`config.mk`:
```
export PLATFORM = sky130hd
export DESIGN_NAME = timer_output_compare_pwm
export DESIGN_NICKNAME = d
export VERILOG_FILES = /design/src/verilog/toc_pkg.sv /design/src/verilog/timer_output_compare_pwm.sv
export VERILOG_INCLUDE_DIRS = /design/src /design/src/verilog
export SDC_FILE = /design/constraint.sdc
export NUM_CORES = 1
export LEC_CHECK = 0
export BUFFER_PORTS_ARGS = -buffer_cell sky130_fd_sc_hd__buf_4
export CAP_MARGIN = 25
export CORE_MARGIN = 4
export CORE_UTILIZATION = 40
export DETAILED_ROUTE_END_ITERATION = 16
export PLACE_DENSITY = 0.61
export SYNTH_ARGS = -nofsm -noshare
export SYNTH_HDL_FRONTEND = slang
export SYNTH_SLANG_ARGS = --single-unit
```
`constraint.sdc`:
```
create_clock -name pclk -period 2.3 [get_ports pclk]
set_input_delay 0.115 -clock pclk [delete_from_list [all_inputs] [get_ports pclk]]
set_output_delay 0.115 -clock pclk [all_outputs]
set_load 0.05 [all_outputs]
```
`src/verilog/toc_defines.svh`:
```
// Register map, field positions and reset values of the compare timer.
// Assumes byte addressing on a 32-bit APB bus with 8 decoded address bits.
`ifndef TOC_DEFINES_SVH
`define TOC_DEFINES_SVH
// Global registers, byte offsets
`define OFS_START     8'h00
`define OFS_MODE      8'h04
`define OFS_PWMSEL    8'h08
`define OFS_FUNC      8'h0C
`define OFS_DUTY      8'h10
`define OFS_POL       8'h14
// Channel windows start at 8'h40 and 8'h80; word index inside the window
`define CH_BASE_SEL   2'h1
`define IDX_CTRL      4'h0
`define IDX_IOAB      4'h1
`define IDX_IOCD      4'h2
`define IDX_STAT      4'h3
`define IDX_CNT       4'h4
`define IDX_GRA       4'h5
`define IDX_PIN       4'h9
// Field positions
`define MODE_SYNC     0
`define MODE_BFC0     4
`define FUNC_EXTEN    7
`define CTRL_EDGE     3
`define CTRL_CLRA     5
`define CTRL_SCLR     6
`define IO_SEL        3
`define STAT_OVF      4
`define STAT_FIXED    5
// Count source code that picks the external clock pin
`define SRC_EXT       3'h5
// Reset values
`define RST_BYTE      8'h00
`define RST_GR        16'hFFFF
`endif

```
`src/verilog/toc_pkg.sv`:
```
// Types shared by the compare timer.
// Assumes toc_defines.svh supplies the numeric constants.
package toc_pkg;
  // Pin action on a compare match
  typedef enum logic [1:0] {
    ACT_NONE   = 2'h0,
    ACT_LOW    = 2'h1,
    ACT_HIGH   = 2'h2,
    ACT_TOGGLE = 2'h3
  } out_act_t;
endpackage : toc_pkg
```
`src/verilog/timer_output_compare_pwm.sv`:
```
// Two-channel 16-bit timer: output compare with PWM, behind an APB slave.
// Assumes APB master on pclk; external count pin synchronous to pclk.
//
// Local design decisions: the APB interface to the registers and the register addresses.
`timescale 1ns/1ps
`include "toc_defines.svh"
module timer_output_compare_pwm
  import toc_pkg::*;
#(
  parameter int CW = 16                  // Counter width
) (
  input  wire logic          pclk,
  input  wire logic          presetn,
  input  wire logic          psel,
  input  wire logic          penable,
  input  wire logic          pwrite,
  input  wire logic [7:0]    paddr,
  input  wire logic [31:0]   pwdata,
  output logic      [31:0]   prdata,
  output logic               pready,
  output logic               pslverr,
  input  wire logic          ext_count_clock_pin,
  output logic      [1:0]    wave_pin_a,
  output logic      [1:0]    wave_pin_b,
  output logic      [1:0]    wave_pin_c,
  output logic      [1:0]    wave_pin_d
);
  // Registered state; armed_q, psc_q and ext_q are not software-visible
  logic [1:0]    count_start_bit;        // Per channel run bit
  logic [1:0]    count_stop_select;      // 0: stop at A match
  logic [7:0]    timer_mode_reg;         // Sync and buffer enables
  logic [7:0]    pwm_sel_q;              // Bits 0..2 ch0 B..D, 4..6 ch1
  logic [7:0]    function_ctrl_reg;      // External clock enable
  logic [7:0]    duty_dt_reg;            // Held only, no effect here
  logic [7:0]    pwm_polarity_reg;       // Active level per PWM pin
  logic [7:0]    ctrl_q   [2];           // Source, edge, clear selects
  logic [7:0]    io_ctrl_ab_reg [2];     // A in 1:0, B in 5:4
  logic [7:0]    io_ctrl_cd_reg [2];     // C in 3:0, D in 7:4
  logic [CW-1:0] cnt_q    [2];           // Counters
  logic [CW-1:0] gr_q     [2][4];        // compare_reg_a..d
  logic [4:0]    flag_q   [2];           // Match A..D, overflow
  logic [4:0]    armed_q  [2];           // Flags seen as one by a read
  logic [3:0]    pin_q    [2];           // Pin levels A..D
  logic [4:0]    psc_q;                  // Prescaler for internal rates
  logic          ext_q;                  // Previous external pin level
  logic [31:0]   prdata_q;               // Registered read data
  // Bus decode
  logic          setup, wr_en, rd_en, mapped;
  logic [1:0]    win;
  logic [3:0]    idx;
  // Per-channel combinational events
  logic [1:0]    tick, own_clr, clr, ovf;
  logic [3:0]    mt       [2];           // Compare matches A..D
  logic          pwm_any  [2];

  assign setup  = psel & ~penable;
  assign wr_en  = psel & penable & pwrite;
  // Reads act at the setup edge, so flags arm with exactly the value returned
  assign rd_en  = setup & ~pwrite;
  assign win    = paddr[7:6];
  assign idx    = paddr[5:2];
  // Slots 0..5 global, 0..9 per channel window; the rest is an error
  assign mapped = (win == 2'h0) ? (paddr[5:2] <= 4'h5) :
                  (win != 2'h3) ? (idx <= `IDX_PIN) : 1'b0;
  assign pready  = 1'b1;                 // Zero wait states
  assign pslverr = psel & penable & ~mapped;
  assign prdata  = prdata_q;
  // Action of a compare match on a pin level
  function automatic logic act(input logic [1:0] m, input logic cur);
    unique case (out_act_t'(m))
      ACT_NONE:   act = cur;
      ACT_LOW:    act = 1'b0;
      ACT_HIGH:   act = 1'b1;
      ACT_TOGGLE: act = ~cur;
    endcase
  endfunction : act
  // Count source pulse from the source select and edge select
  function automatic logic src_tick(input logic [7:0] c, input logic ext_en,
                                    input logic [4:0] p, input logic rise,
                                    input logic fall);
    logic [1:0] e;
    e = c[`CTRL_EDGE +: 2];
    unique case (c[2:0])
      3'h0:     src_tick = 1'b1;
      3'h1:     src_tick = p[0];
      3'h2:     src_tick = &p[1:0];
      3'h3:     src_tick = &p[2:0];
      3'h4:     src_tick = &p[4:0];
      `SRC_EXT: src_tick = ext_en & ((e == 2'h0) ? rise :
                                     (e == 2'h1) ? fall : rise | fall);
      default:  src_tick = 1'b1;
    endcase
  endfunction : src_tick
  // Ticks, matches, clears and overflow for both channels
  always_comb begin
    for (int i = 0; i < 2; i++) begin
      pwm_any[i] = |pwm_sel_q[4*i +: 3];
      tick[i] = count_start_bit[i] &
                src_tick(ctrl_q[i], function_ctrl_reg[`FUNC_EXTEN], psc_q,
                         ext_count_clock_pin & ~ext_q, ~ext_count_clock_pin & ext_q);
      for (int j = 0; j < 4; j++) begin
        mt[i][j] = tick[i] & (cnt_q[i] == gr_q[i][j]);
      end
      // PWM always wraps at A, giving an m+1 period
      own_clr[i] = mt[i][0] & (pwm_any[i] | ctrl_q[i][`CTRL_CLRA]);
    end
    // Cross-channel clear counts only in synchronous operation
    for (int i = 0; i < 2; i++) begin
      clr[i] = own_clr[i] | (timer_mode_reg[`MODE_SYNC] &
               ctrl_q[i][`CTRL_SCLR] & own_clr[1-i]);
      ovf[i] = tick[i] & ~clr[i] & (&cnt_q[i]);
    end
  end
  // Free-running prescaler and external pin history
  always_ff @(posedge pclk or negedge presetn) begin
    if (!presetn) begin
      psc_q <= 5'h00;
      ext_q <= 1'b0;
    end else begin
      psc_q <= psc_q + 5'h01;
      ext_q <= ext_count_clock_pin;
    end
  end

  // Global control registers and run bits
  always_ff @(posedge pclk or negedge presetn) begin
    if (!presetn) begin
      count_start_bit   <= 2'h0;
      count_stop_select <= 2'h0;
      timer_mode_reg    <= `RST_BYTE;
      pwm_sel_q         <= `RST_BYTE;
      function_ctrl_reg <= `RST_BYTE;
      duty_dt_reg       <= `RST_BYTE;
      pwm_polarity_reg  <= `RST_BYTE;
    end else begin
      for (int i = 0; i < 2; i++) begin
        // Automatic stop at an A match when stop select is 0
        if (mt[i][0] && !count_stop_select[i]) begin
          count_start_bit[i] <= 1'b0;
        end
      end
      if (wr_en && win == 2'h0) begin
        unique case (paddr)
          `OFS_START: begin
            count_start_bit   <= pwdata[1:0];
            count_stop_select <= pwdata[3:2];
          end
          `OFS_MODE:   timer_mode_reg    <= pwdata[7:0];
          `OFS_PWMSEL: pwm_sel_q         <= pwdata[7:0];
          `OFS_FUNC:   function_ctrl_reg <= pwdata[7:0];
          `OFS_DUTY:   duty_dt_reg       <= pwdata[7:0];
          `OFS_POL:    pwm_polarity_reg  <= pwdata[7:0];
          default: ;
        endcase
      end
    end
  end

  // Channel registers, counters, buffer transfer and status flags
  always_ff @(posedge pclk or negedge presetn) begin
    if (!presetn) begin
      for (int i = 0; i < 2; i++) begin
        ctrl_q[i]         <= `RST_BYTE;
        io_ctrl_ab_reg[i] <= `RST_BYTE;
        io_ctrl_cd_reg[i] <= `RST_BYTE;
        cnt_q[i]          <= '0;
        flag_q[i]         <= 5'h00;
        armed_q[i]        <= 5'h00;
        for (int j = 0; j < 4; j++) gr_q[i][j] <= `RST_GR;
      end
    end else begin
      for (int i = 0; i < 2; i++) begin
        logic sel_ch;
        logic [4:0] wclr;
        sel_ch = (win == 2'(i + 1));
        wclr   = 5'h00;
        if (tick[i]) cnt_q[i] <= clr[i] ? '0 : cnt_q[i] + CW'(1);
        // Buffered C and D with select 1 feed A and B at the A and B matches
        for (int j = 0; j < 2; j++) begin
          if (mt[i][j] && timer_mode_reg[`MODE_BFC0 + 2*i + j] &&
              io_ctrl_cd_reg[i][4*j + `IO_SEL]) begin
            gr_q[i][j] <= gr_q[i][j+2];
          end
        end
        // A read arms the flags that it returned as one
        if (rd_en && sel_ch && idx == `IDX_STAT) armed_q[i] <= flag_q[i];
        if (wr_en && sel_ch) begin
          unique case (idx)
            `IDX_CTRL: ctrl_q[i]         <= pwdata[7:0];
            `IDX_IOAB: io_ctrl_ab_reg[i] <= pwdata[7:0];
            `IDX_IOCD: io_ctrl_cd_reg[i] <= pwdata[7:0];
            `IDX_STAT: begin
              wclr       = armed_q[i] & ~pwdata[4:0];
              armed_q[i] <= 5'h00;
            end
            `IDX_CNT:  cnt_q[i] <= pwdata[CW-1:0];
            4'h5, 4'h6, 4'h7, 4'h8: gr_q[i][idx[1:0] - 2'h1] <= pwdata[CW-1:0];
            default: ;
          endcase
        end
        // Hardware set wins over a clear in the same cycle
        flag_q[i] <= (flag_q[i] & ~wclr) | {ovf[i], mt[i]};
      end
    end
  end

  // Waveform pins: compare actions, shared A/C and B/D control, PWM
  always_ff @(posedge pclk or negedge presetn) begin
    if (!presetn) begin
      for (int i = 0; i < 2; i++) pin_q[i] <= 4'h0;
    end else begin
      for (int i = 0; i < 2; i++) begin
        logic [3:0] nx;
        nx = pin_q[i];
        // A drives its own pin unless A sets a PWM period; B is driven here only when no pin is PWM
        if (!pwm_any[i]) begin
          for (int j = 0; j < 2; j++) begin
            logic bf, sl;
            bf = timer_mode_reg[`MODE_BFC0 + 2*i + j];
            sl = io_ctrl_cd_reg[i][4*j + `IO_SEL];
            if (mt[i][j]) nx[j] = act(io_ctrl_ab_reg[i][4*j +: 2], nx[j]);
            // Unbuffered C or D with select 0 steers pin A or B too
            if (mt[i][j+2] && !bf && !sl) begin
              nx[j] = act(io_ctrl_cd_reg[i][4*j +: 2], nx[j]);
            end
          end
        end
        // B keeps compare use when not PWM; unbuffered C and D with select 1 drive their own pins when not PWM
        if (pwm_any[i] && !pwm_sel_q[4*i] && mt[i][1]) begin
          nx[1] = act(io_ctrl_ab_reg[i][5:4], nx[1]);
        end
        for (int j = 2; j < 4; j++) begin
          if (!pwm_sel_q[4*i + j - 1] && mt[i][j] &&
              !timer_mode_reg[`MODE_BFC0 + 2*i + j - 2] &&
              io_ctrl_cd_reg[i][4*(j-2) + `IO_SEL]) begin
            nx[j] = act(io_ctrl_cd_reg[i][4*(j-2) +: 2], nx[j]);
          end
        end
        // PWM pins: inactive from A match, active from own match
        for (int j = 1; j < 4; j++) begin
          if (pwm_sel_q[4*i + j - 1]) begin
            if (mt[i][0]) nx[j] = ~pwm_polarity_reg[4*i + j - 1];
            if (mt[i][j]) nx[j] = pwm_polarity_reg[4*i + j - 1];
          end
        end
        pin_q[i] <= nx;
      end
    end
  end

  // Read data is captured in the setup cycle and shown in the access cycle
  always_ff @(posedge pclk or negedge presetn) begin
    if (!presetn) begin
      prdata_q <= 32'h0000_0000;
    end else if (setup && !pwrite) begin
      prdata_q <= 32'h0000_0000;
      if (win == 2'h0) begin
        unique case (paddr)
          `OFS_START:  prdata_q[3:0] <= {count_stop_select, count_start_bit};
          `OFS_MODE:   prdata_q[7:0] <= timer_mode_reg;
          `OFS_PWMSEL: prdata_q[7:0] <= pwm_sel_q;
          `OFS_FUNC:   prdata_q[7:0] <= function_ctrl_reg;
          `OFS_DUTY:   prdata_q[7:0] <= duty_dt_reg;
          `OFS_POL:    prdata_q[7:0] <= pwm_polarity_reg;
          default: ;
        endcase
      end else if (win != 2'h3) begin
        unique case (idx)
          `IDX_CTRL: prdata_q[7:0] <= ctrl_q[win[1]];
          `IDX_IOAB: prdata_q[7:0] <= io_ctrl_ab_reg[win[1]];
          `IDX_IOCD: prdata_q[7:0] <= io_ctrl_cd_reg[win[1]];
          // Channel 0 has an unused bit that reads as one
          `IDX_STAT: prdata_q[5:0] <= {~win[1], flag_q[win[1]]};
          `IDX_CNT:  prdata_q[CW-1:0] <= cnt_q[win[1]];
          4'h5, 4'h6, 4'h7, 4'h8: prdata_q[CW-1:0] <= gr_q[win[1]][idx[1:0] - 2'h1];
          `IDX_PIN:  prdata_q[3:0] <= pin_q[win[1]];
          default: ;
        endcase
      end
    end
  end

  assign wave_pin_a = {pin_q[1][0], pin_q[0][0]};
  assign wave_pin_b = {pin_q[1][1], pin_q[0][1]};
  assign wave_pin_c = {pin_q[1][2], pin_q[0][2]};
  assign wave_pin_d = {pin_q[1][3], pin_q[0][3]};

  logic stat_wr0;
  assign stat_wr0 = wr_en && win == `CH_BASE_SEL && idx == `IDX_STAT;
endmodule : timer_output_compare_pwm

```
# == Word level (Yosys, flattened, before mapping) ==
# Cells that the tools add are included.
# word_totals
input_bits,46
output_inout_bits,42
elab_cells,399
register_bits,302
# classes
bitwise,73
add_sub_neg,4
eq_ne,61
order_cmp,5
n_reduce_logical,95
n_mux,127
# op_table
operator,n
$mux 64,7
$mux 16,19
$bwmux 64,2
$eq 16x16->1,8
$mux 8,11
$mux 5,13
$pmux 1 s4,14
$mux 1,44
$logic_and 1x1->1,43
$eq 2x2->1 const B,17
$add 16x1->16 const B,2
$bmux 16 s2,1
$demux 16 s2,1
$reduce_and 16->1,2
$reduce_and 2->1,15
$and 1x1->1,29
$not 1->1,28
$pmux 4 s7,1
$pmux 4 s6,1
$eq 2x1->1 const B,11
$logic_not 2->1,11
$and 5x5->5,4
$pmux 4 s5,1
$logic_not 1->1,17
other kinds (35),63

# == Longest topological paths before layout ==
# logic_depth
ltp_word,21
ltp_mapped,14
ltp_nobuf,10

# == Worst setup path before layout ==
# OpenSTA, ideal clock, no wires.
# synth_timing
path_kind,in2reg
from,input port paddr[2]
to,register with a tool-made name
required_time_ns,2.218
path_buffers,4
cell_stages,11
setup_ns,0.082
path_slack_ns,-0.820
t_arrival_ns,3.038
path_cell_list,clkbuf_1 -> clkbuf_1 -> buf_1 -> inv_1 -> ha_1 -> o31a_1 -> a21oi_1 -> nor2_1 -> nand2_1 -> buf_2 -> mux2_2
# synth_lines
item,line,rtl
from (decl),timer_output_compare_pwm.sv:17,"input wire logic [7:0] paddr,"

# == Worst setup path after layout ==
# layout_timing
from,register cnt_q[16] (netlist name)
to,"register pin_q, in the netlist wave_pin_c[0]"
# layout_between
elab_chain_cells,9
word_cells_on_any_way,11
cone_classes,eq/ne: 2; mux: 4; bitwise: 2; reduce/logical: 3
# layout_lines
item,line,rtl
from (decl),timer_output_compare_pwm.sv:39,logic [CW-1:0] cnt_q [2];
"from (signal, indexed assignment)",timer_output_compare_pwm.sv:177,if (tick[i]) cnt_q[i] <= clr[i] ? '0 : cnt_q[i] + CW'(1);
"from (signal, indexed assignment)",timer_output_compare_pwm.sv:196,`IDX_CNT: cnt_q[i] <= pwdata[CW-1:0];
$eq 16x16->1,timer_output_compare_pwm.sv:102,mt[i][j] = tick[i] & (cnt_q[i] == gr_q[i][j]);
$and 1x1->1,timer_output_compare_pwm.sv:102,
$logic_and 1x1->1 (3 in series),timer_output_compare_pwm.sv:233,if (!pwm_sel_q[4*i + j - 1] && mt[i][j] &&
$mux 1,timer_output_compare_pwm.sv:233,
$mux 1,timer_output_compare_pwm.sv:242,if (mt[i][0]) nx[j] = ~pwm_polarity_reg[4*i + j - 1];
$mux 1,timer_output_compare_pwm.sv:243,if (mt[i][j]) nx[j] = pwm_polarity_reg[4*i + j - 1];
$mux 1 (*),timer_output_compare_pwm.sv:241,if (pwm_sel_q[4*i + j - 1]) begin
"to (signal, indexed assignment)",timer_output_compare_pwm.sv:246,pin_q[i] <= nx;
to (decl),timer_output_compare_pwm.sv:43,logic [3:0] pin_q [2];
# Every way passes the cells marked *; elsewhere a longest branch is shown, timed or not.
# A chain may end at the register's enable or synchronous reset.

==> qor.txt <==
Status -> complete, but fails checks
Failing checks -> setup timing
Post-route ant nets -> 0
DIE WIDTH -> 218 um
Count of different cell masters after synthesis -> 74
Die Span Y -> 218 um
Area fraction in compound gates after synthesis -> 11.1%
Post-DP HPWL -> 46.0 mm
Synth Area in Simple Gates -> 13.4%
Worst skew pair latency -> 550 ps
Area occupied by multi-input gates -> 10,000 sq um
CP max stage cell -> or4_4
Drt drc -> 0
I/O pin total -> 88
Lkg Pwr -> 9.88 nW
Fill count -> 3,865
Mux cell area share after synthesis -> 20.0%
Total clock sinks -> 302
Nets -> 2,024
CTS max path bufs -> 3
Post-Syn Instances -> 1,682
Netlist Area Pre-Place -> 17,700 sq um
Pwr Density -> 609 nW/um^2
Critical Path Max Stage Delay -> 470 ps
Share of the synthesized area in the top cell type -> 24.6%
Main combinational cell family by area after synthesis -> multiplexers
Cell row count -> 76
All-Layer GR Usage -> 26.3%
Synth async-reset ratio -> 100%
Final Critical Period -> 2530 ps
Via count -> 15,048
Reg area -> 7730 sq um
CP delay by family, top -> simple AND/OR/NAND/NOR gates
Aggregate routed wire length -> 63.4 mm
Synth warn -> 0
H-tree level count -> 2
Avg Cell Area, Syn -> 10.5 sq um
RSZ-0062 raised after global routing -> true
Post-synth EDFFs -> 0
Layout cell share with drive strength beyond 1 -> 43.3%
Relative slew slack -> 46.6%
Crit path setup slack, layout -> -230 ps
Final hold viol count -> 0
Post-synth top flop -> dfrtp_1
Vias in the first global route -> 14,845
Clk slew on worst S/H paths -> 60 ps
CP Buf/Inv Count -> 2
Pin count of the biggest net entering global routing -> 85
Final setup vio count -> 102
Post-route insts no fill -> 2,577
WP data arrival -> 2960 ps
Worst slew pin tran -> 800 ps
Crit Path Class -> register to register
Vias/cell -> 5.84
Startpoint Class -> register
Tcrit/Tclk final -> 110%
Number of synthesized register bits -> 302
Xor and xnor fraction of the mapped netlist area -> 6.43%
FMAX -> 0.395 GHz
TritonCTS Buffers -> 35
Drt pass-1 iters -> 8
IO buf count -> 54
Antenna cells -> 0
Area leader, netlist -> dfrtp_1
GPL Wtd Cong -> 0.975
Fin Clk Skew -> 18.0 ps
Post-Synth Adder-Cell Area -> 0.849%
Worst-path maximum fanout -> 3
Routed WL per cell -> 24.6 um
TritonCTS clock tree -> built
Placed insts -> 2,461
Core region area -> 43,400 sq um
CP required -> 2730 ps
Initial Util -> 40.8%
First-pass GRT wire length -> 94.5 mm
Die Area -> 47,700 sq um
Register area share after synthesis -> 43.6%
Hold Path Class -> primary input to asynchronous set/reset pin
Initial antenna violation count -> 1
CP Cell Sequence -> buf_6 > xnor2_2 > nand4_1 > nor4_4 > buf_4 > nand2_4 > or4_4 > a221o_1 > o311a_1
Fin util -> 53.0%
Cell chosen for the clock root -> clkbuf_16
VDD IR max -> 0.541 mV
Area contributors post-synth -> dfrtp_1 25%, dfstp_2 19%, mux2_2 8.5%
Fin. max-slew vios -> 0
DR iter-0 viols -> 1,639
Area growth syn-to-layout -> 29.9%
Crit path capture type -> register
Global route overflow -> 0
Max-Cap Viols -> 0
[worst register-to-register path, delay by kind of cell, from the launching register on]
family                    cells  cell delay [ps]
and+or+nand+nor               4             1020
buffers and inverters         2              330
xor gates and xnor gates      1              140
AOI/OAI and AO/OA             2              470
DFF                           1              430
[cells by family after synthesis]
group	Yosys count
AO/OA/AOI/OAI	302
XOR/XNOR	129
adder cells (fa/ha/maj)	12
buffers and inverters	165
flip-flops	302
multiplexers	297
other	2
AND/OR/NAND/NOR	473
[area by class of cell]
| type | instances | share of cell area [%] |
|---|---|---|
| clock buffer | 50 | 4.50 |
| timing repair buffer | 376 | 14.2 |
| multi-input combinational | 1230 | 43.6 |
| clock inverter | 13 | 0.528 |
| tap | 585 | 3.19 |
| sequential | 302 | 33.6 |
| inverter | 21 | 0.343 |
[stage by stage]
step	hold slack (ps)	setup TNS (ps)	instance area, sq um	worst slack (ps)	power, W
CTS	202	-6960	22600	-269	0.0140
global placement	-25.3	-8300	20500	-275	0.00811
finish	230	-11810	23000	-230	0.0140
detailed placement	-24.3	-10920	20500	-275	0.00814
floorplan	-181	-1550	17900	-136	0.00714
global route	247	-21610	23000	-314	0.0145
[layout by cell type (no fill, tap or decap), drive strengths merged, types with 34 or more instances in the layout]
cell    synthesis  layout
nand2         173     173
xnor2          81      81
dfrtp         174     174
mux2i         132     132
o21ai         110     110
buf            88     356
mux2          133     133
a21oi          44      44
dfstp         128     128
nor2           96      96
nand3          34      34
clkbuf         56      51
xor2           48      48
[cells in the mapped netlist, types with 8 or more instances]
cell and count:
a221oi_1 10, xnor2_1 80, and2_1 16, dfrtp_1 174, o21ai_1 20, o31ai_1 9
mux4_2 32, mux2i_1 132, o22ai_1 24, inv_1 21, nor4_1 26, xor2_1 48
nand2_1 172, buf_4 21, a22o_1 15, nand3b_1 10, nand4_1 31, nor2_1 90
and3_1 8, clkbuf_1 56, o21ai_0 90, nand3_1 34, a21oi_1 44, a31oi_1 15
ha_1 12, nor2b_1 22, buf_2 46, a22oi_1 11, nand2b_1 10, buf_1 14
dfstp_2 128, mux2_2 133
[where the power goes]
part	switching [W]	internal, W
clock network	0.00230	0.00336
logic	0.00133	0.00104
registers	0.000329	0.00564
[path summary, 6_finish.rpt]
check                                           startpoint                          to  slack, ps  cells after the start
max in group asynchronous                          presetn         cnt_q[10]$_DFF_PN0_       1390                      3
worst min register to register  duty_dt_reg[0]$_DFFE_PN0P_  duty_dt_reg[0]$_DFFE_PN0P_        480                      2
min in group pclk                                     psel       prdata[4]$_DFFE_PN0P_        270                      4
worst max-delay path                   cnt_q[16]$_DFF_PN0_     wave_pin_c[0]$_DFF_PN0_       -230                      9
worst max register to register         cnt_q[16]$_DFF_PN0_     wave_pin_c[0]$_DFF_PN0_       -230                      9
worst min-delay path                               presetn  asynchronous set/reset pin        230                      2
[repair_timing]
action	4_1_cts	5_1_grt
hold buffers	19	0
cloned	4	1
endpoints found under the hold margin	316	0
setup buffers	21	15
resized for setup	150	82
pin swaps	53	57
setup endpoints to repair	103	107
[metal layers]
| layer | vias up | global-route usage [%] | wire (um) |
|---|---|---|---|
| met3 | 101 | 5.99 | 5970 |
| met4 | 0 | 7.37 | 1620 |
| li1 | 6617 | - | - |
| met5 | - | 0 | 0 |
| met1 | 7636 | 37.5 | 27400 |
| met2 | 694 | 40.3 | 28500 |
Power figures use the tool's default switching activity.
